`src/verilog/opcrc_defines.svh`:
```
// constants for the panel command and reset control block
`ifndef OPCRC_DEFINES_SVH
`define OPCRC_DEFINES_SVH

// power-on values of the state held here
`define OPCRC_CONTRAST_RST      8'h7f
`define OPCRC_START_LINE_RST    6'h00
`define OPCRC_COLUMN_RST        8'h00
`define OPCRC_PUMP_RST          2'h2
`define OPCRC_CMD_POR_LOW       8'h00
`define OPCRC_CMD_POR_HIGH      8'h10
`define OPCRC_CMD_POR_PUMP      8'h32

// command encodings
`define OPCRC_OP_COL_LOW        4'h0
`define OPCRC_OP_COL_HIGH       4'h1
`define OPCRC_OP_PUMP           6'h0c

// edges after nrst before the pin synchroniser shows real pin levels
`define OPCRC_SYNC_SETTLE       3'h4

// host supply settle time, kept for reference by the far side
`define OPCRC_SUPPLY_WAIT_MS    100

`endif

```
`src/verilog/opcrc_pkg.sv`:
```
// types shared by the panel command and reset control block
package opcrc_pkg;

   // control state: held in init, or running
   typedef enum logic [0:0] {
      OPCRC_ST_INIT = 1'b0,
      OPCRC_ST_RUN  = 1'b1
   } opcrc_state_t;

   // decoded kind of a command byte
   typedef enum logic [1:0] {
      OPCRC_CMD_COL_LOW  = 2'h0,
      OPCRC_CMD_COL_HIGH = 2'h1,
      OPCRC_CMD_PUMP     = 2'h2,
      OPCRC_CMD_OTHER    = 2'h3
   } opcrc_cmd_t;

endpackage : opcrc_pkg

```
`src/verilog/opcrc_pin_sync.sv`:
```
// three-stage pin synchroniser with agreement filter
`timescale 1ns/1ns
`default_nettype none
module opcrc_pin_sync (
   // clock and reset
   input  wire logic       clock,
   input  wire logic       nrst,
   // raw pins: init, chip select, data/command select
   input  wire logic [2:0] pin_raw,
   // filtered levels
   output logic      [2:0] pin_level
);

   logic [2:0] stage1;      // metastable catch, read by stage2 only
   logic [2:0] stage2;      // second stage
   logic [2:0] stage3;      // third stage
   logic [2:0] next_level;  // next filtered level

   // a change counts only once stages two and three agree
   always_comb begin
      for (int i = 0; i < 3; i++) begin
         next_level[i] = (stage2[i] == stage3[i]) ? stage3[i] : pin_level[i];
      end
   end

   // idle value is all high: pins are inactive high
   always_ff @(posedge clock or negedge nrst) begin
      if (!nrst) begin
         stage1    <= 3'h7;
         stage2    <= 3'h7;
         stage3    <= 3'h7;
         pin_level <= 3'h7;
      end else begin
         stage1    <= pin_raw;
         stage2    <= stage1;
         stage3    <= stage2;
         pin_level <= next_level;
      end
   end

endmodule : opcrc_pin_sync
`default_nettype wire

```
`src/verilog/opcrc_top.sv`:
```
// command decode and reset state of the panel controller
`timescale 1ns/1ns
`default_nettype none
`include "opcrc_defines.svh"
module opcrc_top
   import opcrc_pkg::*;
(
   // clock and reset
   input  wire logic       clock,
   input  wire logic       nrst,
   // host pins
   input  wire logic       init_pin_n,
   input  wire logic       chip_sel_n,
   input  wire logic       cmd_data_flag,
   // byte from the serial or parallel front end, same clock
   input  wire logic       byte_valid,
   input  wire logic [7:0] byte_data,
   input  wire logic       two_wire_mode,
   input  wire logic       two_wire_is_data,
   // front end control
   output logic            serial_shift_clear,
   output logic            slave_addr_low_bit,
   // display state
   output logic            display_on,
   output logic            mode_12864,
   output logic            column_driver_remap,
   output logic            row_remap,
   output logic            scan_reverse,
   output logic            entire_display_on,
   output logic      [5:0] start_line,
   output logic      [7:0] contrast,
   output logic      [7:0] column_addr,
   output logic      [1:0] pump_voltage,
   // display data to the ram path
   output logic            data_valid,
   output logic      [7:0] data_byte,
   // commands handed to the other decoders
   output logic            cmd_pass_valid,
   output logic      [7:0] cmd_pass_byte
);

   logic [2:0]   pin_level;         // synchronised init, select, d/c
   logic         init_low;          // init pin held low
   logic         selected;          // chip select active
   logic         dc_level;          // synchronised d/c pin
   logic         byte_taken;        // byte accepted this cycle
   logic         byte_is_data;      // byte goes to display ram
   opcrc_cmd_t   cmd_kind;          // decoded command kind
   opcrc_state_t state;             // control state
   opcrc_state_t next_state;
   logic [2:0]   settle;            // edges counted since reset release
   logic [2:0]   next_settle;
   logic         settled;           // synchroniser holds real pin levels again
   // next values, computed in the combinational processes
   logic [7:0]   next_column_addr;
   logic [1:0]   next_pump_voltage;
   logic         next_data_valid;
   logic [7:0]   next_data_byte;
   logic         next_cmd_pass_valid;
   logic [7:0]   next_cmd_pass_byte;

   // the opcode fields overlap: 0000 and 0001 are checked on the upper
   // nibble, the pump code on the upper six bits; the nibble checks go
   // first so the priority is explicit rather than left to the encodings
   // classify a command byte by its opcode bits
   function automatic opcrc_cmd_t opcrc_decode(input logic [7:0] b);
      opcrc_cmd_t k;
      k = OPCRC_CMD_OTHER;
      if (b[7:4] == `OPCRC_OP_COL_LOW) begin
         k = OPCRC_CMD_COL_LOW;
      end else if (b[7:4] == `OPCRC_OP_COL_HIGH) begin
         k = OPCRC_CMD_COL_HIGH;
      end else if (b[7:2] == `OPCRC_OP_PUMP) begin
         k = OPCRC_CMD_PUMP;
      end
      return k;
   endfunction : opcrc_decode

   // pins come from outside the clock domain
   // all three pins share one synchroniser so their relative order is kept;
   // a byte is acted on in the cycle it arrives, with the pin levels crossed so far;
   // a pin change takes about four cycles to reach those levels
   opcrc_pin_sync u_sync (
      .clock     (clock),
      .nrst      (nrst),
      .pin_raw   ({init_pin_n, chip_sel_n, cmd_data_flag}),
      .pin_level (pin_level)
   );

   assign init_low = ~pin_level[2];
   assign selected = ~pin_level[1];
   assign dc_level = pin_level[0];

   // the synchroniser leaves reset showing idle-high pins; an init pin that
   // is really held low would not be seen for a few edges, and bytes must not
   // slip through in that gap, so the block waits for the stages to refill
   assign settled = (settle == `OPCRC_SYNC_SETTLE);

   // in two-wire mode the d/c pin is an address bit, the front end says data or command
   // the address bit is only driven in two-wire mode so the other bus
   // modes see a steady zero and cannot mistake it for a match
   assign slave_addr_low_bit = two_wire_mode & dc_level;
   assign byte_is_data = two_wire_mode ? two_wire_is_data : dc_level;
   // bytes are ignored while held in init or not selected
   // a refused byte is dropped silently; there is no busy flag back to
   // the host, so the host must respect the select and init levels
   assign byte_taken = byte_valid & selected & (state == OPCRC_ST_RUN);
   assign cmd_kind   = opcrc_decode(byte_data);

   // the front end drops partial bits while the init pin is low
   // it also covers the settle window after reset, when the state is init
   assign serial_shift_clear = init_low | (state == OPCRC_ST_INIT);

   // reset-image outputs tied to constants; other decoders own later changes
   // these settings only ever show their power-on image here, since the
   // commands that would move them are decoded outside this block; they
   // are kept as ports so the panel side sees one consistent init state
   assign display_on          = 1'b0;
   assign mode_12864          = 1'b1;
   assign column_driver_remap = 1'b0;
   assign row_remap           = 1'b0;
   assign scan_reverse        = 1'b0;
   assign entire_display_on   = 1'b0;
   assign start_line          = `OPCRC_START_LINE_RST;
   assign contrast            = `OPCRC_CONTRAST_RST;

   // init holds the block, release leaves it one cycle later
   // leaving init also waits for the synchroniser to settle after reset
   always_comb begin
      next_state  = state;
      next_settle = settle;
      // settle counter saturates; it only restarts with nrst
      if (!settled) begin
         next_settle = settle + 3'h1;
      end
      unique case (state)
         OPCRC_ST_INIT: begin
            // stay held until the pins are trusted and init is high
            if (settled && !init_low) begin
               next_state = OPCRC_ST_RUN;
            end
         end
         OPCRC_ST_RUN: begin
            // init low at any time returns the block to its held state
            if (init_low) begin
               next_state = OPCRC_ST_INIT;
            end
         end
      endcase
   end

   // command and data handling
   // init has priority over any byte in the same cycle, so a byte that races
   // the init pin is dropped rather than half applied; only one byte can be
   // taken per cycle, which the front end guarantees by its valid pulse
   always_comb begin
      next_column_addr    = column_addr;
      next_pump_voltage   = pump_voltage;
      next_data_valid     = 1'b0;
      next_data_byte      = data_byte;
      next_cmd_pass_valid = 1'b0;
      next_cmd_pass_byte  = cmd_pass_byte;
      if (init_low || state == OPCRC_ST_INIT) begin
         // power-on image: column 0, pump at its default step
         // pump default is the low bits of the power-on pump command
         next_column_addr  = `OPCRC_COLUMN_RST;
         next_pump_voltage = `OPCRC_PUMP_RST;
      end else if (byte_taken && byte_is_data) begin
         // data goes to the ram path; column counter steps with it
         // the counter wraps at 8 bits; the ram side ignores columns it lacks
         next_data_valid  = 1'b1;
         next_data_byte   = byte_data;
         next_column_addr = column_addr + 8'h01;
      end else if (byte_taken) begin
         unique case (cmd_kind)
            OPCRC_CMD_COL_LOW: begin
               // high nibble kept, so the two halves may come in either order
               next_column_addr = {column_addr[7:4], byte_data[3:0]};
            end
            OPCRC_CMD_COL_HIGH: begin
               next_column_addr = {byte_data[3:0], column_addr[3:0]};
            end
            OPCRC_CMD_PUMP: begin
               // only two bits are held; the upper code bits select the command
               next_pump_voltage = byte_data[1:0];
            end
            OPCRC_CMD_OTHER: begin
               // left for the remaining decoders, no local effect
               next_cmd_pass_valid = 1'b1;
               next_cmd_pass_byte  = byte_data;
            end
         endcase
      end
   end

   // registers
   // every state bit here is reset asynchronously to its power-on image so
   // that the panel outputs are defined before the first clock arrives
   always_ff @(posedge clock or negedge nrst) begin
      if (!nrst) begin
         state          <= OPCRC_ST_INIT;
         settle         <= 3'h0;
         column_addr    <= `OPCRC_COLUMN_RST;
         pump_voltage   <= `OPCRC_PUMP_RST;
         data_valid     <= 1'b0;
         data_byte      <= 8'h00;
         cmd_pass_valid <= 1'b0;
         cmd_pass_byte  <= 8'h00;
      end else begin
         state          <= next_state;
         settle         <= next_settle;
         column_addr    <= next_column_addr;
         pump_voltage   <= next_pump_voltage;
         data_valid     <= next_data_valid;
         data_byte      <= next_data_byte;
         cmd_pass_valid <= next_cmd_pass_valid;
         cmd_pass_byte  <= next_cmd_pass_byte;
      end
   end

endmodule : opcrc_top
`default_nettype wire

```
`config.mk`:
```
export PLATFORM = sky130hd
export DESIGN_NAME = opcrc_top
export DESIGN_NICKNAME = d
export VERILOG_FILES = /design/src/verilog/opcrc_pkg.sv /design/src/verilog/opcrc_pin_sync.sv /design/src/verilog/opcrc_top.sv
export VERILOG_INCLUDE_DIRS = /design/src /design/src/verilog
export SDC_FILE = /design/constraint.sdc
export NUM_CORES = 1
export LEC_CHECK = 0
export BUFFER_PORTS_ARGS = -buffer_cell sky130_fd_sc_hd__buf_2
export CAP_MARGIN = 5
export CORE_UTILIZATION = 51
export DETAILED_ROUTE_END_ITERATION = 7
export PLACE_DENSITY = 0.8
export SLEW_MARGIN = 20
export SYNTH_ARGS = -nofsm -noshare
export SYNTH_HDL_FRONTEND = slang
export SYNTH_HIERARCHICAL = 1
export SYNTH_SLANG_ARGS = --single-unit
```
`constraint.sdc`:
```
create_clock -name clock -period 2.3 [get_ports clock]
set_clock_uncertainty 0.1 [all_clocks]
set_input_delay 0.23 -clock clock [delete_from_list [all_inputs] [get_ports clock]]
set_output_delay 0.23 -clock clock [all_outputs]
set_load 0.005 [all_outputs]
```
Word-level counts from Yosys, hierarchy flattened
Cells that the tools add are included.
{"block": "totals", "ramBits": 0, "reg_bits": 44, "latchBits": 0, "mem_count": 0, "word_cells": 74, "mem_bits_ro": 0, "in_bits": 16}
{"block": "classes", "n_lt_le_gt_ge": 0, "add_sub_neg": 2, "reduce_logical": 15, "bitwise_logic": 9, "n_eq_ne": 12, "muxes": 21, "n_mul": 0, "n_div": 0, "shifts": 0}
{"cell": "two-way mux 8 bit", "n": 3}
{"cell": "case mux 8 bit (2 select lines)", "n": 1}
{"cell": "two-way mux 2 bit", "n": 6}
{"cell": "two-way mux 1 bit", "n": 10}
{"cell": "AND reduction 3 bit", "n": 3}
{"cell": "nonzero test 3 bit", "n": 3}
{"cell": "adder 8 x 1 -> 8 bit, second input constant", "n": 1}
{"cell": "equality test 6 x 4 -> 1 bit, second input constant", "n": 1}
{"cell": "inequality test 3 bit, second input constant", "n": 2}
{"cell": "inverter 1 bit", "n": 5}
{"cell": "equality test 2 bit, second input constant", "n": 2}
{"cell": "equality test 4 x 1 -> 1 bit, second input constant", "n": 1}
{"cell": "zero test 4 bit", "n": 1}
{"cell": "AND reduction 4 bit", "n": 1}
{"cell": "nonzero test 2 bit", "n": 2}
{"cell": "adder 3 x 1 -> 3 bit, second input constant", "n": 1}
{"cell": "bitwise AND 1 bit", "n": 3}
{"cell": "equality test 1 bit", "n": 3}
{"cell": "equality test 3 bit, second input constant", "n": 1}
{"cell": "equality test 2 x 1 -> 1 bit, second input constant", "n": 1}
{"cell": "logical AND 1 bit", "n": 2}
{"cell": "zero test 2 bit", "n": 1}
{"cell": "inequality test 2 bit, second input constant", "n": 1}
{"cell": "case mux 1 bit (2 select lines)", "n": 1}
{"cell": "other kinds (3)", "n": 3}

Longest topological paths before layout
{"block": "depth", "word_depth": 9, "mapped_depth": 6, "depth_no_buf": 5}

Cells and area by module
The synthesis kept the hierarchy.
{"module": "opcrc_top", "area_per_inst_um2": 1783.0, "cells_each": 177, "n_inst": 1, "seq_area_each_um2": 802.0}
{"module": "opcrc_pin_sync", "area_per_inst_um2": 349.1, "cells_each": 15, "n_inst": 1, "seq_area_each_um2": 315.3}

Worst setup path after synthesis
OpenSTA, ideal clock, no wires.
{"block": "synth_timing", "path_type": "reg2reg", "startpoint": "register u_sync.pin_level[2]", "endpoint": "register cmd_pass_byte[0]", "t_arrival_ns": 1.625, "t_required_ns": 2.075, "n_path_buf": 1, "path_stages_with_launch": 6, "setup_slack_ns": 0.450, "cell_sequence": "dfstp_2 > and4b_1 > nand2_1 > or3_1 > buf_4 > mux2_4"}
{"block": "synth_between", "elab_chain_cells": 4}
{"item": "start, declared", "line_no": "opcrc_pin_sync.sv:11", "source": "output logic [2:0] pin_level"}
{"item": "start signal, assigned", "line_no": "opcrc_pin_sync.sv:37", "source": "pin_level <= next_level;"}
{"item": "inverter 1 bit", "line_no": "opcrc_top.sv:90", "source": "assign init_low = ~pin_level[2];"}
{"item": "logical OR 1 bit", "line_no": "opcrc_top.sv:163", "source": "if (init_low || state == OPCRC_ST_INIT) begin"}
{"item": "inverter 1 bit (no line)"}
{"item": "AND reduction 4 bit (no line)"}
{"item": "end signal, assigned", "line_no": "opcrc_top.sv:217", "source": "cmd_pass_byte <= next_cmd_pass_byte;"}
{"item": "end, declared", "line_no": "opcrc_top.sv:39", "source": "output logic [7:0] cmd_pass_byte"}
Every way passes these cells.
A chain may end at the register's enable or synchronous reset.

Worst setup path in the final report
{"block": "layout_timing", "startpoint": "register u_sync.pin_level[2]", "endpoint": "register cmd_pass_byte[2]"}
Same word-level chain as after synthesis.

==> results by group <==
Status
  – Status: finished, final reports clean

Yosys
  – FFs w/ async S/R, synth: 100.0%
  – Leading post-synthesis cells by cell area: dfrtp_1 36%, dfstp_2 16%, buf_4 7.4%, nand2_1 6.2%, mux2_4 5.6%
  – Sequential share of the synthesized area: 52.41%
  – Synth Warn #: 6
  – Synth top area share: 36.38%
  – Unique masters post-synth: 46
  – Mapped Area: 2132 um^2
  – Commonest cells post-synth: 35 x nand2_1, 31 x dfrtp_1, 21 x buf_4, 13 x dfstp_2, 9 x nor2_1
  – EDFF count, synth: 0
  – Avg Inst Size Synth: 11.10 um^2
  – Synth area leader: dfrtp_1
  – Post-Synthesis Cells: 192
  – Synth Register Bits: 44
  – Count leader, synth: nand2_1
  – Most used DFF post-synth: dfrtp_1

Die
  – Core ar.: 4000 um^2
  – Io pins: 66
  – Starting Density: 53.30%
  – Placement Rows: 23
  – Die H: 66.66 um
  – Die Wd: 66.66 um
  – Die area: 4443 um^2

STA
  – Setup TNS: 0 ns
  – Slew headroom: 65.18%
  – Max Freq: 479.8 MHz
  – Final hold vios: 0
  – Tightest Pin Transition: 0.5224 ns
  – Slew Limit Fails: 0
  – Final Cycle Share: 90.63%
  – Final setup viols: 0
  – Unrepaired setup endpoints after global routing: false
  – Minimum clock period: 2.084 ns

Routing
  – Vias: 1567
  – Vias per cell: 5.294
  – Initial drt markers: 105
  – Final WL: 4.205 mm
  – Pre-Repair DR Iteration Count: 4
  – # DRC: 0
  – DRT antenna net count: 0
  – DR WL/cell: 14.21 um

Clock network
  – Max Buffers Root-to-Sink: 2
  – Skew-Pair Late Insertion Delay: 0.29 ns
  – Clock Sinks: 44
  – Post_cts resized: 0
  – Clock Pin Slew Worst Setup and Hold Paths: 0.08 ns
  – Clk root buf: clkbuf_8
  – Number of setup buffers added after CTS: 0
  – CTS buffer count: 5
  – CTS tree: built
  – Htree depth: 2

Critical path
  – Startpoint Class: flip-flop
  – CP arrival: 2.17 ns
  – WS Path Type: reg2reg
  – CP max FO: 9
  – Crit end category: flip-flop
  – WP data required: 2.38 ns

Layout
  – Final #Nets: 264
  – P&R area growth vs syn: 15.55%
  – Share of cells above drive strength 1: 34.55%
  – Layout Cells excl Fill: 296
  – Antenna diodes: 0

Run
  – Max Cap Viol: 0

Placement
  – Final RePlAce weighted congestion: 0.8381
  – DP Cell Count: 284
  – DP HPWL: 3.066 mm
  – Port-buffer cells: 45

GRT
  – Vias in the first global route: 1365
  – GRT Util Overall: 20.32%
  – Largest net degree at the start of global routing: 45
  – GRT overflow: 0
  – First-pass GRT wire length: 6.617 mm
  – Initial antenna violation count: 0

Pwr
  – Leakage Power: 1.248 nW
  – Cell Pwr Density: 742.2 nW/um^2
  – Worst VDD drop: 0.4451 mV

Min path
  – HP Class: in2reg
-- routing by layer --
| metal | global-route usage, % | wire length, um |
|---|---|---|
| met5 | 0 | 0 |
| met2 | 28.91 | 1944 |
| met4 | 7.713 | 56 |
| met3 | 5.308 | 276 |
| met1 | 29.35 | 1927 |
-- per-stage QoR --
step                utilization (%)  worst slack (ns)  power (mW)  cell area, um^2  hold WS [ns]
floorplan                         -            0.4504       1.206             2200       -0.1656
global placement              58.49            0.2741       1.357             2340        0.2257
detailed placement            58.49            0.2183       1.382             2340        0.2333
CTS                           61.59            0.2116       1.846             2464       0.08030
global route                  61.59           0.08766       1.930             2464       0.08497
finish                        61.59            0.2156       1.829             2464       0.08750
-- layout by cell type (no fill, tap or decap), types with 2 or more instances in the layout --
cell type,instances
mux2_2,3
maj3_2,3
mux2i_1,2
nand4_1,2
nor2_1,9
buf_4,3
and2_1,4
inv_1,6
mux2_4,8
conb_1,20
o32ai_1,2
nand2b_1,2
clkbuf_8,5
o2bb2ai_1,4
dfrtp_1,31
a22o_1,2
nand3_1,5
dlygate4sd3_1,4
ha_1,3
o21ai_0,4
buf_2,45
nor4_1,4
nand2_1,35
nor2b_1,2
dfstp_2,13
-- critical path: stages, from the launching register on --
cell and delay, ns:
dfstp_2 0.55, and4b_1 0.29, nand2_1 0.09, or3_1 0.56, mux2_4 0.38
-- layout make-up --
cell class,count,area [um^2]
fill,340,1536
sequential,44,1117
multi-input combinational,136,889.6
timing repair buffer,52,287.8
clock buffer,6,72.57
tap,50,62.56
inverter,6,22.52
clock inverter,2,11.26
-- flip-flops by register name (all words and copies together), names as in the netlist --
register and cells:
cmd_pass_byte 8, column_addr 8, data_byte 8, settle 3, u_sync/pin_level 3, u_sync/stage1 3
u_sync/stage2 3, u_sync/stage3 3, pump_voltage 2, cmd_pass_valid 1, data_valid 1, state 1
-- kinds of logic (layout without fill, tap and decap cells) --
logic type | count (synthesis) | count (layout) | share of synthesized area (%)
muxes | 14 | 14 | 9.214
other | 2 | 20 | 0.3522
buffers and inverters | 30 | 66 | 9.037
AOI/OAI and AO/OA | 24 | 24 | 9.038
DFF | 44 | 44 | 52.41
adders and majority gates | 6 | 6 | 3.345
xor gates and xnor gates | 1 | 1 | 0.4109
and+or+nand+nor | 71 | 71 | 16.20
-- path summary, 6_finish.rpt --
kind | cells after the start | startpoint | slack (ns) | end
min in group asynchronous | 3 | nrst | 0.44 | cmd_pass_valid
worst max register to register | 4 | u_sync/pin_level[2] | 0.22 | cmd_pass_byte[2]
worst min-delay path | 3 | byte_data[4] | 0.09 | data_byte[4]
max in group asynchronous | 3 | nrst | 1.28 | u_sync/stage3[2]
worst max-delay path | 4 | u_sync/pin_level[2] | 0.22 | cmd_pass_byte[2]
worst min register to register | 0 | u_sync/stage1[2] | 0.26 | u_sync/stage2[2]
-- where the power goes --
part | switching (mW) | internal, mW | total [mW]
clock network | 0.248 | 0.210 | 0.458
registers | 0.0794 | 0.907 | 0.986
logic | 0.178 | 0.206 | 0.384
-- repair_timing --
action / in CTS / in global routing
hold buffers: 4 / 0
hold endpoints to repair: 34 / 0
setup endpoints to repair: 0 / 0
(Power assumes the default switching activity.)
